**config.mk**
```make
export PLATFORM = sky130hd
export DESIGN_NAME = ppfm_top
export DESIGN_NICKNAME = d
export VERILOG_FILES = /design/src/rtl/ppfm_pkg.sv /design/src/rtl/ppfm_sync3.sv /design/src/rtl/ppfm_top.sv
export SDC_FILE = /design/constraint.sdc
export NUM_CORES = 1
export LEC_CHECK = 0
export BUFFER_PORTS_ARGS = -buffer_cell sky130_fd_sc_hd__clkbuf_2
export CORE_MARGIN = 2
export CORE_UTILIZATION = 30
export DETAILED_ROUTE_END_ITERATION = 12
export PLACE_DENSITY_LB_ADDON = 0.3
export SETUP_SLACK_MARGIN = 0.3
export SLEW_MARGIN = 40
export SYNTH_ARGS = -nofsm -noshare
export SYNTH_HDL_FRONTEND = slang
export SYNTH_SLANG_ARGS = --single-unit
```
**constraint.sdc**
```tcl
create_clock -name ref_clk_i -period 8.07 [get_ports ref_clk_i]
set_input_delay 0.4035 -clock ref_clk_i [delete_from_list [all_inputs] [get_ports ref_clk_i]]
set_output_delay 0.4035 -clock ref_clk_i [all_outputs]
set_load 0.02 [all_outputs]
```
**src/rtl/ppfm_pkg.sv**
```systemverilog
// Constants for the port pin function multiplexer.
// Assumes one 20 MHz clock and a byte-wide register port.
package ppfm_pkg;
  // ******************************************************************
  // Register offsets
  // ******************************************************************
  localparam logic [7:0] PPFM_P1_IN_OFF   = 8'h20;
  localparam logic [7:0] PPFM_P1_OUT_OFF  = 8'h21;
  localparam logic [7:0] PPFM_P1_DIR_OFF  = 8'h22;
  localparam logic [7:0] PPFM_P1_IFG_OFF  = 8'h23;
  localparam logic [7:0] PPFM_P1_IES_OFF  = 8'h24;
  localparam logic [7:0] PPFM_P1_IEN_OFF  = 8'h25;
  localparam logic [7:0] PPFM_P1_SEL_OFF  = 8'h26;
  localparam logic [7:0] PPFM_P2_IN_OFF   = 8'h28;
  localparam logic [7:0] PPFM_P2_OUT_OFF  = 8'h29;
  localparam logic [7:0] PPFM_P2_DIR_OFF  = 8'h2A;
  localparam logic [7:0] PPFM_P2_IFG_OFF  = 8'h2B;
  localparam logic [7:0] PPFM_P2_IES_OFF  = 8'h2C;
  localparam logic [7:0] PPFM_P2_IEN_OFF  = 8'h2D;
  localparam logic [7:0] PPFM_P2_SEL_OFF  = 8'h2E;
  localparam logic [7:0] PPFM_LCD_CNT_OFF = 8'h30;
  localparam logic [7:0] PPFM_IRQ_STS_OFF = 8'h31;
  localparam logic [7:0] PPFM_IRQ_CLR_OFF = 8'h32;
  localparam logic [7:0] PPFM_IRQ_EN_OFF  = 8'h33;

  // ******************************************************************
  // Field values and reset values
  // ******************************************************************
  localparam logic [7:0] PPFM_RST_BYTE    = 8'h00;
  localparam logic [2:0] PPFM_LCD_THR_P1L = 3'h5;
  localparam logic [2:0] PPFM_LCD_THR_HI  = 3'h4;
  localparam logic [2:0] PPFM_LCD_RST     = 3'h0;
  localparam int         PPFM_IRQ_P1      = 0;
  localparam int         PPFM_IRQ_P2      = 1;
endpackage

```
**src/rtl/ppfm_sync3.sv**
```systemverilog
// Three flip-flop synchroniser for an eight pin input bus.
// Assumes asynchronous pins; a change counts when stages two and three agree.
module ppfm_sync3
  import ppfm_pkg::*;
(
  input  wire logic       ref_clk_i,
  input  wire logic       rst_i,
  input  wire logic [7:0] async_i,
  output logic      [7:0] level_o
);
  logic [7:0] s1_reg;
  logic [7:0] s2_reg;
  logic [7:0] s3_reg;

  // ******************************************************************
  // Synchroniser chain and agreement filter
  // ******************************************************************
  // Stage one feeds only stage two to keep metastability contained
  always_ff @(posedge ref_clk_i or posedge rst_i) begin
    if (rst_i) begin
      s1_reg  <= PPFM_RST_BYTE;
      s2_reg  <= PPFM_RST_BYTE;
      s3_reg  <= PPFM_RST_BYTE;
      level_o <= PPFM_RST_BYTE;
    end else begin
      s1_reg  <= async_i;
      s2_reg  <= s1_reg;
      s3_reg  <= s2_reg;
      for (int i = 0; i < 8; i++) begin
        if (s2_reg[i] == s3_reg[i]) begin
          level_o[i] <= s3_reg[i];
        end
      end
    end
  end
endmodule

```
**src/rtl/ppfm_top.sv**
```systemverilog
// Pin function multiplexer for port 1 (eight pins) and port 2 pins 0, 1.
// Assumes a byte register port, timer, clock, supervisor and serial
// peripherals on the same clock, and outside pad cells per pin.
// Summary of operation
// - P1.0 module mode: timer out 0 drives, input feeds capture 0A, dir bit rules.
// - P1.1 module mode: master clock output, input feeds capture 0B.
// - P1.3 module mode: supervisor output drives, module input unused.
// - P1.4 module mode: module output is constant low, no input use.
// - P1.5 module mode: auxiliary clock out, input feeds external timer clock.
// - P1.6 module mode: serial block sets direction, carries slave-in/master-out.
// - P1.7 module mode: serial block sets direction, carries slave-out/master-in.
// - P1.2..P1.5 are port pins below count 05h, segments 31..28 otherwise.
// - P1.6, P1.7 are port pins below count 04h, segments 27, 26 otherwise.
// - P2.1 module mode: serial clock with serial direction; segment 24 from 04h.
// - Every pin has its own interrupt enable, flag and edge select bits.
//
// Strobed register access is this design's own decision.
module ppfm_top
  import ppfm_pkg::*;
(
  input  wire logic       ref_clk_i,
  input  wire logic       rst_i,
  // Register port
  input  wire logic [7:0] addr_i,
  input  wire logic [7:0] wdata_i,
  input  wire logic       wr_i,
  input  wire logic       rd_i,
  output logic      [7:0] rdata_o,
  output logic            irq_o,
  // Port 1 pads
  input  wire logic [7:0] p1_pin_i,
  output logic      [7:0] p1_pin_o,
  output logic      [7:0] p1_pin_oe_o,
  output logic      [7:0] p1_lcd_seg_o,
  // Port 2 pins 0 and 1 pads
  input  wire logic [1:0] p2_pin_i,
  output logic      [1:0] p2_pin_o,
  output logic      [1:0] p2_pin_oe_o,
  output logic      [1:0] p2_lcd_seg_o,
  // Peripheral outputs toward the pins
  input  wire logic       timer_out0_i,
  input  wire logic       timer_out1_i,
  input  wire logic       timer_out2_i,
  input  wire logic       master_clk_i,
  input  wire logic       aux_clk_i,
  input  wire logic       supervisor_output_i,
  input  wire logic       slave_in_master_out_line_i,
  input  wire logic       slave_out_master_in_line_i,
  input  wire logic       serial_clock_line_i,
  input  wire logic       serial_dout_dir_ctrl_i,
  input  wire logic       serial_din_dir_ctrl_i,
  input  wire logic       serial_clock_dir_ctrl_i,
  // Peripheral inputs from the pins
  output logic            capture_input_0a_o,
  output logic            capture_input_0b_o,
  output logic            capture_input_1a_o,
  output logic            capture_input_2a_o,
  output logic            external_timer_clock_o,
  output logic            slave_in_master_out_line_o,
  output logic            slave_out_master_in_line_o,
  output logic            serial_clock_line_o
);

  // ******************************************************************
  // Declarations
  // ******************************************************************
  logic [7:0] port1_output_value_reg;
  logic [7:0] port1_direction_reg;
  logic [7:0] port1_irq_flag_reg;
  logic [7:0] port1_irq_edge_select_reg;
  logic [7:0] port1_irq_enable_reg;
  logic [7:0] port1_function_select_reg;
  logic [7:0] port2_output_value_reg;
  logic [7:0] port2_direction_reg;
  logic [7:0] port2_irq_flag_reg;
  logic [7:0] port2_irq_edge_select_reg;
  logic [7:0] port2_irq_enable_reg;
  logic [7:0] port2_function_select_reg;
  logic [2:0] lcd_pin_count_field_reg;
  logic [1:0] irq_status_reg;
  logic [1:0] irq_enable_reg;
  logic [7:0] p1_lvl;
  logic [7:0] p2_lvl;
  logic [7:0] p1_lvl_d_reg;
  logic [7:0] p2_lvl_d_reg;
  logic [7:0] p1_edge;
  logic [7:0] p2_edge;
  logic [7:0] p1_mod_out;
  logic [7:0] p1_mod_dir;
  logic [1:0] p2_mod_out;
  logic [1:0] p2_mod_dir;
  logic [7:0] p1_out_next;
  logic [7:0] p1_oe_next;
  logic [1:0] p2_out_next;
  logic [1:0] p2_oe_next;
  logic [7:0] p2_pad_vec;
  logic [7:0] rdata_next;
  logic       lcd_low_grp;
  logic       lcd_hi_grp;

  // Byte write decode, used for every writable register
  function automatic logic wr_hit(input logic [7:0] off);
    return wr_i && (addr_i == off);
  endfunction

  // Selected edge per bit: edge select clear is rising, set is falling
  function automatic logic [7:0] sel_edge(input logic [7:0] now,
                                           input logic [7:0] prev,
                                           input logic [7:0] ies);
    return (now & ~prev & ~ies) | (~now & prev & ies);
  endfunction

  // ******************************************************************
  // Pin input synchronisers
  // ******************************************************************
  assign p2_pad_vec = {6'h00, p2_pin_i};

  ppfm_sync3 u_sync_p1 (
    .ref_clk_i (ref_clk_i),
    .rst_i     (rst_i),
    .async_i   (p1_pin_i),
    .level_o   (p1_lvl)
  );

  ppfm_sync3 u_sync_p2 (
    .ref_clk_i (ref_clk_i),
    .rst_i     (rst_i),
    .async_i   (p2_pad_vec),
    .level_o   (p2_lvl)
  );

  // ******************************************************************
  // LCD segment takeover
  // ******************************************************************
  assign lcd_low_grp = (lcd_pin_count_field_reg >= PPFM_LCD_THR_P1L);
  assign lcd_hi_grp  = (lcd_pin_count_field_reg >= PPFM_LCD_THR_HI);

  // Segment claim flags; the LCD driver owns these pads when set
  always_ff @(posedge ref_clk_i or posedge rst_i) begin
    if (rst_i) begin
      p1_lcd_seg_o <= PPFM_RST_BYTE;
      p2_lcd_seg_o <= 2'h0;
    end else begin
      p1_lcd_seg_o <= {{2{lcd_hi_grp}}, {4{lcd_low_grp}}, 2'h0};
      p2_lcd_seg_o <= {2{lcd_hi_grp}};
    end
  end

  // ******************************************************************
  // Module function routing
  // ******************************************************************
  // Peripheral signals and direction sources per pin in module mode
  always_comb begin
    p1_mod_out    = {slave_out_master_in_line_i,
                     slave_in_master_out_line_i,
                     aux_clk_i,
                     1'b0,
                     supervisor_output_i,
                     timer_out1_i,
                     master_clk_i,
                     timer_out0_i};
    p1_mod_dir    = port1_direction_reg;
    p1_mod_dir[6] = serial_dout_dir_ctrl_i;
    p1_mod_dir[7] = serial_din_dir_ctrl_i;
    p2_mod_out    = {serial_clock_line_i, timer_out2_i};
    p2_mod_dir    = {serial_clock_dir_ctrl_i, port2_direction_reg[0]};
  end

  // Pad output and enable: select picks module or port register
  always_comb begin
    for (int i = 0; i < 8; i++) begin
      if (port1_function_select_reg[i]) begin
        p1_out_next[i] = p1_mod_out[i];
        p1_oe_next[i]  = p1_mod_dir[i];
      end else begin
        p1_out_next[i] = port1_output_value_reg[i];
        p1_oe_next[i]  = port1_direction_reg[i];
      end
    end
    for (int j = 0; j < 2; j++) begin
      if (port2_function_select_reg[j]) begin
        p2_out_next[j] = p2_mod_out[j];
        p2_oe_next[j]  = p2_mod_dir[j];
      end else begin
        p2_out_next[j] = port2_output_value_reg[j];
        p2_oe_next[j]  = port2_direction_reg[j];
      end
    end
    // LCD pins are never driven as digital outputs
    p1_oe_next = p1_oe_next & ~{{2{lcd_hi_grp}}, {4{lcd_low_grp}}, 2'h0};
    p2_oe_next = p2_oe_next & ~{2{lcd_hi_grp}};
  end

  // Registered pad drive; one cycle of latency keeps outputs glitch free
  always_ff @(posedge ref_clk_i or posedge rst_i) begin
    if (rst_i) begin
      p1_pin_o    <= PPFM_RST_BYTE;
      p1_pin_oe_o <= PPFM_RST_BYTE;
      p2_pin_o    <= 2'h0;
      p2_pin_oe_o <= 2'h0;
    end else begin
      p1_pin_o    <= p1_out_next;
      p1_pin_oe_o <= p1_oe_next;
      p2_pin_o    <= p2_out_next;
      p2_pin_oe_o <= p2_oe_next;
    end
  end

  // Pin levels to peripheral inputs, always fed regardless of select
  always_ff @(posedge ref_clk_i or posedge rst_i) begin
    if (rst_i) begin
      capture_input_0a_o         <= 1'b0;
      capture_input_0b_o         <= 1'b0;
      capture_input_1a_o         <= 1'b0;
      external_timer_clock_o     <= 1'b0;
      slave_in_master_out_line_o <= 1'b0;
      slave_out_master_in_line_o <= 1'b0;
      capture_input_2a_o         <= 1'b0;
      serial_clock_line_o        <= 1'b0;
    end else begin
      capture_input_0a_o         <= p1_lvl[0];
      capture_input_0b_o         <= p1_lvl[1];
      capture_input_1a_o         <= p1_lvl[2];
      external_timer_clock_o     <= p1_lvl[5];
      slave_in_master_out_line_o <= p1_lvl[6];
      slave_out_master_in_line_o <= p1_lvl[7];
      capture_input_2a_o         <= p2_lvl[0];
      serial_clock_line_o        <= p2_lvl[1];
    end
  end

  // ******************************************************************
  // Pin edge detection
  // ******************************************************************
  always_ff @(posedge ref_clk_i or posedge rst_i) begin
    if (rst_i) begin
      p1_lvl_d_reg <= PPFM_RST_BYTE;
      p2_lvl_d_reg <= PPFM_RST_BYTE;
    end else begin
      p1_lvl_d_reg <= p1_lvl;
      p2_lvl_d_reg <= p2_lvl;
    end
  end

  // Edges on filtered levels only; pins 2..7 of port 2 have no pad
  assign p1_edge = sel_edge(p1_lvl, p1_lvl_d_reg, port1_irq_edge_select_reg);
  assign p2_edge = sel_edge(p2_lvl, p2_lvl_d_reg, port2_irq_edge_select_reg);

  // ******************************************************************
  // Port configuration registers
  // ******************************************************************
  always_ff @(posedge ref_clk_i or posedge rst_i) begin
    if (rst_i) begin
      port1_output_value_reg    <= PPFM_RST_BYTE;
      port1_direction_reg       <= PPFM_RST_BYTE;
      port1_irq_edge_select_reg <= PPFM_RST_BYTE;
      port1_irq_enable_reg      <= PPFM_RST_BYTE;
      port1_function_select_reg <= PPFM_RST_BYTE;
    end else begin
      if (wr_hit(PPFM_P1_OUT_OFF)) port1_output_value_reg    <= wdata_i;
      if (wr_hit(PPFM_P1_DIR_OFF)) port1_direction_reg       <= wdata_i;
      if (wr_hit(PPFM_P1_IES_OFF)) port1_irq_edge_select_reg <= wdata_i;
      if (wr_hit(PPFM_P1_IEN_OFF)) port1_irq_enable_reg      <= wdata_i;
      if (wr_hit(PPFM_P1_SEL_OFF)) port1_function_select_reg <= wdata_i;
    end
  end

  always_ff @(posedge ref_clk_i or posedge rst_i) begin
    if (rst_i) begin
      port2_output_value_reg    <= PPFM_RST_BYTE;
      port2_direction_reg       <= PPFM_RST_BYTE;
      port2_irq_edge_select_reg <= PPFM_RST_BYTE;
      port2_irq_enable_reg      <= PPFM_RST_BYTE;
      port2_function_select_reg <= PPFM_RST_BYTE;
      lcd_pin_count_field_reg   <= PPFM_LCD_RST;
    end else begin
      if (wr_hit(PPFM_P2_OUT_OFF)) port2_output_value_reg    <= wdata_i;
      if (wr_hit(PPFM_P2_DIR_OFF)) port2_direction_reg       <= wdata_i;
      if (wr_hit(PPFM_P2_IES_OFF)) port2_irq_edge_select_reg <= wdata_i;
      if (wr_hit(PPFM_P2_IEN_OFF)) port2_irq_enable_reg      <= wdata_i;
      if (wr_hit(PPFM_P2_SEL_OFF)) port2_function_select_reg <= wdata_i;
      if (wr_hit(PPFM_LCD_CNT_OFF)) lcd_pin_count_field_reg  <= wdata_i[2:0];
    end
  end

  // ******************************************************************
  // Interrupt flags
  // ******************************************************************
  // Flags are writable by software; a pin edge in the same cycle wins
  always_ff @(posedge ref_clk_i or posedge rst_i) begin
    if (rst_i) begin
      port1_irq_flag_reg <= PPFM_RST_BYTE;
      port2_irq_flag_reg <= PPFM_RST_BYTE;
    end else begin
      if (wr_hit(PPFM_P1_IFG_OFF)) begin
        port1_irq_flag_reg <= wdata_i | p1_edge;
      end else begin
        port1_irq_flag_reg <= port1_irq_flag_reg | p1_edge;
      end
      if (wr_hit(PPFM_P2_IFG_OFF)) begin
        port2_irq_flag_reg <= wdata_i | p2_edge;
      end else begin
        port2_irq_flag_reg <= port2_irq_flag_reg | p2_edge;
      end
    end
  end

  // Sticky summary status per port; set wins over the clear register
  always_ff @(posedge ref_clk_i or posedge rst_i) begin
    if (rst_i) begin
      irq_status_reg <= 2'h0;
      irq_enable_reg <= 2'h0;
    end else begin
      for (int k = 0; k < 2; k++) begin
        if ((k == PPFM_IRQ_P1) ? |(p1_edge & port1_irq_enable_reg)
                               : |(p2_edge & port2_irq_enable_reg)) begin
          irq_status_reg[k] <= 1'b1;
        end else if (wr_hit(PPFM_IRQ_CLR_OFF) && wdata_i[k]) begin
          irq_status_reg[k] <= 1'b0;
        end
      end
      if (wr_hit(PPFM_IRQ_EN_OFF)) irq_enable_reg <= wdata_i[1:0];
    end
  end

  assign irq_o = |(irq_status_reg & irq_enable_reg);

  // ******************************************************************
  // Read path
  // ******************************************************************
  always_comb begin
    unique case (addr_i)
      PPFM_P1_IN_OFF:   rdata_next = p1_lvl;
      PPFM_P1_OUT_OFF:  rdata_next = port1_output_value_reg;
      PPFM_P1_DIR_OFF:  rdata_next = port1_direction_reg;
      PPFM_P1_IFG_OFF:  rdata_next = port1_irq_flag_reg;
      PPFM_P1_IES_OFF:  rdata_next = port1_irq_edge_select_reg;
      PPFM_P1_IEN_OFF:  rdata_next = port1_irq_enable_reg;
      PPFM_P1_SEL_OFF:  rdata_next = port1_function_select_reg;
      PPFM_P2_IN_OFF:   rdata_next = p2_lvl;
      PPFM_P2_OUT_OFF:  rdata_next = port2_output_value_reg;
      PPFM_P2_DIR_OFF:  rdata_next = port2_direction_reg;
      PPFM_P2_IFG_OFF:  rdata_next = port2_irq_flag_reg;
      PPFM_P2_IES_OFF:  rdata_next = port2_irq_edge_select_reg;
      PPFM_P2_IEN_OFF:  rdata_next = port2_irq_enable_reg;
      PPFM_P2_SEL_OFF:  rdata_next = port2_function_select_reg;
      PPFM_LCD_CNT_OFF: rdata_next = {5'h00, lcd_pin_count_field_reg};
      PPFM_IRQ_STS_OFF: rdata_next = {6'h00, irq_status_reg};
      PPFM_IRQ_EN_OFF:  rdata_next = {6'h00, irq_enable_reg};
      default:          rdata_next = PPFM_RST_BYTE; // Unmapped and clear reg
    endcase
  end

  // Read data valid only in the cycle after the strobe, zero otherwise
  always_ff @(posedge ref_clk_i or posedge rst_i) begin
    if (rst_i) begin
      rdata_o <= PPFM_RST_BYTE;
    end else begin
      rdata_o <= rd_i ? rdata_next : PPFM_RST_BYTE;
    end
  end
endmodule

```
* Word-level counts from Yosys, hierarchy flattened
Index checks and enable logic that the tools add are counted.
Cells by class: $lt $le $gt $ge 2, equal/unequal tests 28, muxes and demuxes 21, bitwise gates (word level) 27, reduce and logical (&&, ||, !) cells 22
Operators with widths (count):
- $eq 8x6->1 const B | 18
- $pmux 8 s17 | 1
- $and 8x8->8 | 9
- $or 8x8->8 | 6
- $not 8->8 | 5
- $mux 8 | 3
- $logic_and 1x1->1 | 17
- $mux 1 | 17
- $not 2->8 | 2
- $reduce_or 8->1 | 2
- $eq 1x1->1 | 10
- $and 2x8->8 | 1
- $and 8x2->8 | 1
- $ge 3x3->1 const B | 2
- $and 2x2->2 | 2
- $reduce_bool 2->1 | 2
- $not 2->2 | 1
- $reduce_or 2->1 | 1
Storage, ports and cells: flip-flop bits (word level) 195, bits of input ports 42, output and inout port bits 47

* Longest topological paths before layout
depth in word-level cells 7, gate-level depth with buffers 7, depth with buffers taken out 5

* Hierarchy
From an unflattened synthesis, not the netlist that was laid out.
Second synthesis, totals: cell total of the unflattened synthesis 687, area total of the unflattened synthesis 8852.2 µm²
By module, submodules not included:
- ppfm_top | times used 1, cells an instance 605, area each 7063.0 µm², seq. area each 3728.6 µm²
- ppfm_sync3 | times used 2, cells an instance 41, area each 894.6 µm², seq. area each 800.8 µm²

* Least setup slack after synthesis
No wires, ideal clock.
path kind in2reg, start point input port addr_i[4], end point register port2_direction_reg[0], library setup time 0.125 ns, arrival 2.096 ns, required time 7.945 ns, path slack 5.849 ns, cell stages on the path 6, cells stage by stage buf_2 > or4b_4 > or3_1 > buf_6 > nor2_4 > mux2_2
Between the ends: cells in the longest elaborated chain, start to end 2
RTL lines:
- from (decl) | RTL line ppfm_top.sv:24 | input wire logic [7:0] addr_i,
- $eq 8x6->1 | RTL line ppfm_top.sv:103 | return wr_i && (addr_i == off);
- $logic_and 1x1->1 | RTL line ppfm_top.sv:103
- to (signal assigned) | RTL line ppfm_top.sv:278 | if (wr_hit(PPFM_P2_DIR_OFF)) port2_direction_reg <= wdata_i;
- to (decl) | RTL line ppfm_top.sv:74 | logic [7:0] port2_direction_reg;
No other way between the ends. A chain may end at the register's enable or synchronous reset.

* Worst setup path after layout
start point input port addr_i[3], end point register port2_output_value_reg[0]
Between the ends: cells in the longest elaborated chain, start to end 2
RTL lines:
- $eq 8x6->1 | RTL line ppfm_top.sv:103
- $logic_and 1x1->1 | RTL line ppfm_top.sv:103
- to (signal assigned) | RTL line ppfm_top.sv:277 | if (wr_hit(PPFM_P2_OUT_OFF)) port2_output_value_reg <= wdata_i;
- to (decl) | RTL line ppfm_top.sv:73 | logic [7:0] port2_output_value_reg;
No other way between the ends.

==> run metrics <==
first-pass GRT wire length=32,000 microns; Post-CTS Setup Repair Bufs=0; drt wl/cell=20.1 microns; Peak VDD IR=0.000121 V; final net count=713; reg2reg path depth=5; die width=165 microns; Mapped Area=7770 sq um; Clk Latency, worst-skew pair=0.43 ns; layout cells sized above 1=0.364; ANT nets after route=0; initial antenna violation count=1; max cap viols=0; Netlist cell types=54; Residual DRC=0; CP Depth=5; Worst Setup Start Kind=primary input; crit path DAT=2.97 ns; Congestion Overflow GR=0; Final Worst Setup Slack=5.41 ns; final hold viol count=0; total track usage=0.159; Syn Area/Cell=13.0 sq um; core region area=25,300 sq um; sequential share of the synthesized area=0.589; final WL=20,400 microns; PwrDens=224 nW/um^2; Synth top area share=0.589; I/O pin total=89; status=finished clean; First-pass DRT Iterations=5; crit-path max FO=27; Post-Synthesis Cells=598; Leakage=4.23 nW; pin count of the biggest net entering global routing=113; Post-Synth XOR/XNOR Area=0; CP max-delay cell=or3_1; Ys Warns=0; Die H=165 microns; final max-slew violation count=0; worst hold slack=0.0460 ns; crit path kind=in2reg; Least-Margin Pin Slew=0.822 ns; Hold Crit Class=in2async; Synth Area in Compound Gates=0.0708; r2r startpoint=u_sync_p1.level_o[4]$_DFFE_PP0N_; largest family of logic cells by synthesized area=multiplexers; GPL Wtd Cong=0.884; pre-CTS setup slack=4.99 ns; Setup crit start=addr_i[3]; Crit. End Element=register; vias per inst=4.98; Async S/R FF share, synth=1.00; total number of vias=5,047; CTS tree=yes; top cell type by total area after synthesis=dfrtp_1; Crit path required time=8.38 ns; port bufs=86; detailed placement HPWL=14,000 microns; post-cts resize count=0; # hold bufs at CTS=0; Synth-to-Final Area Change=17.3%; Final Setup Violations=0; min cycle time layout=2.66 ns; most frequent cells in the layout=dfrtp_1 (183), mux2_2 (107), clkbuf_2 (86), nand2_1 (40), mux2i_1 (27); CP peak stage delay=0.74 ns; initial core utilization=0.307; clk slew on worst S/H paths=0.07 ns; antenna fix cells=0; top cells by area, synth=dfrtp_1 (59%), mux2_2 (16%), mux2i_1 (3.5%), nand2_1 (1.9%), nand3_1 (1.5%); CTS buffer count=17; die area=27,200 sq um; Final period util=0.329; FMAX=0.376 GHz; setup TNS=0 ns; Clock Skew=0.0140 ns; commonest non-fill, non-tap cell in the layout=dfrtp_1; flops & latches, synth=183; # rows=58; crit-path leading delay family=simple AND/OR/NAND/NOR gates; CTS sink cnt=183; adder-cell share of the synthesized area=0.0129; Max Buffers Root-to-Sink=2; crit-path cells=clkbuf_2 -> clkinv_1 -> or3_1 -> nor2_4 -> mux2_2; Synth Area in Simple Gates=0.104; CTS root buf=clkbuf_16; relative slew slack=0.449; htree depth=4; Detailed Route Iter0 Violations=455; number of synthesized flops with an enable pin=0; vias in the first global route=5,109; WP buf/inv=2; RSZ-0062 raised after global routing=no; portion of netlist area occupied by mux cells=0.196; dominant synthesized flop cell=dfrtp_1
==> cell families (layout without fill, tap and decap cells) <==
kind of cell | after synthesis | in the layout
flops | 183 | 183
other cells | 1 | 2
compound gates | 81 | 81
buf+inv | 43 | 128
simple gates | 144 | 144
fa+ha+maj | 10 | 10
mux | 136 | 136
==> worst reg2reg max path: stages (launching register included) <==
cell and delay [ns]:
dfrtp_1 0.43, or3b_2 0.22, a21boi_0 0.11, a2111oi_0 0.66, nand4b_1 0.23, a21o_1 0.20
==> cells in the mapped netlist, types with 2 or more instances <==
master / n
nor3b_1: 8
buf_2: 5
a32o_1: 2
maj3_1: 10
mux2_2: 107
nor2_4: 2
a32oi_1: 3
a211o_1: 3
nand3b_1: 8
o22ai_1: 5
a22oi_1: 12
and3_1: 4
nor2b_1: 7
dfrtp_1: 183
a21oi_1: 5
buf_4: 8
nor3_1: 6
inv_1: 5
a31oi_1: 8
nor2_1: 16
nand4_1: 2
nand2b_1: 4
a21boi_0: 5
a22o_1: 2
a311oi_1: 2
nor2_2: 3
mux4_2: 2
mux2i_1: 27
or3b_2: 7
a211oi_1: 2
a221oi_1: 2
clkbuf_1: 22
nand3_1: 23
and2_1: 6
o21ai_0: 23
nand2_1: 40
a21o_1: 2
==> report_power, final <==
part | switching [W] | leakage [nW] | internal (W)
logic | 0.0000997 | 1.56 | 0.0000674
registers | 0.0000372 | 2.36 | 0.000967
clock network | 0.000358 | 0.305 | 0.000513
==> area by class of cell <==
| class | instances | area (sq um) |
|---|---|---|
| clock inverters | 11 | 146 |
| multi-input cells | 373 | 3010 |
| well taps | 330 | 413 |
| fillers | 2495 | 16200 |
| repair buffers | 90 | 464 |
| inverters | 6 | 35.0 |
| flip-flops and latches | 183 | 4580 |
| clock buffers | 21 | 470 |
==> routing by layer <==
| metal | global-route usage | part of all wire | vias up |
|---|---|---|---|
| met4 | 0.0486 | 0.015 | 2 |
| met3 | 0.0359 | 0.049 | 20 |
| met5 | 0 | 0.00054 | - |
| met1 | 0.230 | 0.48 | 2601 |
| li1 | - | - | 2293 |
| met2 | 0.238 | 0.45 | 131 |
==> worst paths after layout <==
check | endpoint | slack, ns
min in group ref_clk_i | u_sync_p1.s1_reg[1]$_DFF_PP0_ | 0.07
min | u_sync_p1.s1_reg[1]$_DFF_PP0_ | 0.05
max in group asynchronous | port2_output_value_reg[0]$_DFFE_PP0P_ | 6.88
max reg2reg | irq_status_reg[0]$_DFFE_PP0P_ | 6.12
max | port2_output_value_reg[0]$_DFFE_PP0P_ | 5.41
min reg2reg | u_sync_p1.s2_reg[2]$_DFF_PP0_ | 0.35
==> per-stage QoR <==
stage,utilization,power (W),instances,instance area (sq um)
2_1_floorplan,-,0.00112,599,7770
3_3_place_gp,0.335,0.00119,982,8480
3_5_place_dp,0.335,0.00119,982,8490
4_1_cts,0.360,0.00207,1014,9110
5_1_grt,0.360,0.00213,1014,9110
6_report,0.360,0.00204,1014,9110
(Power assumes the default switching activity.)
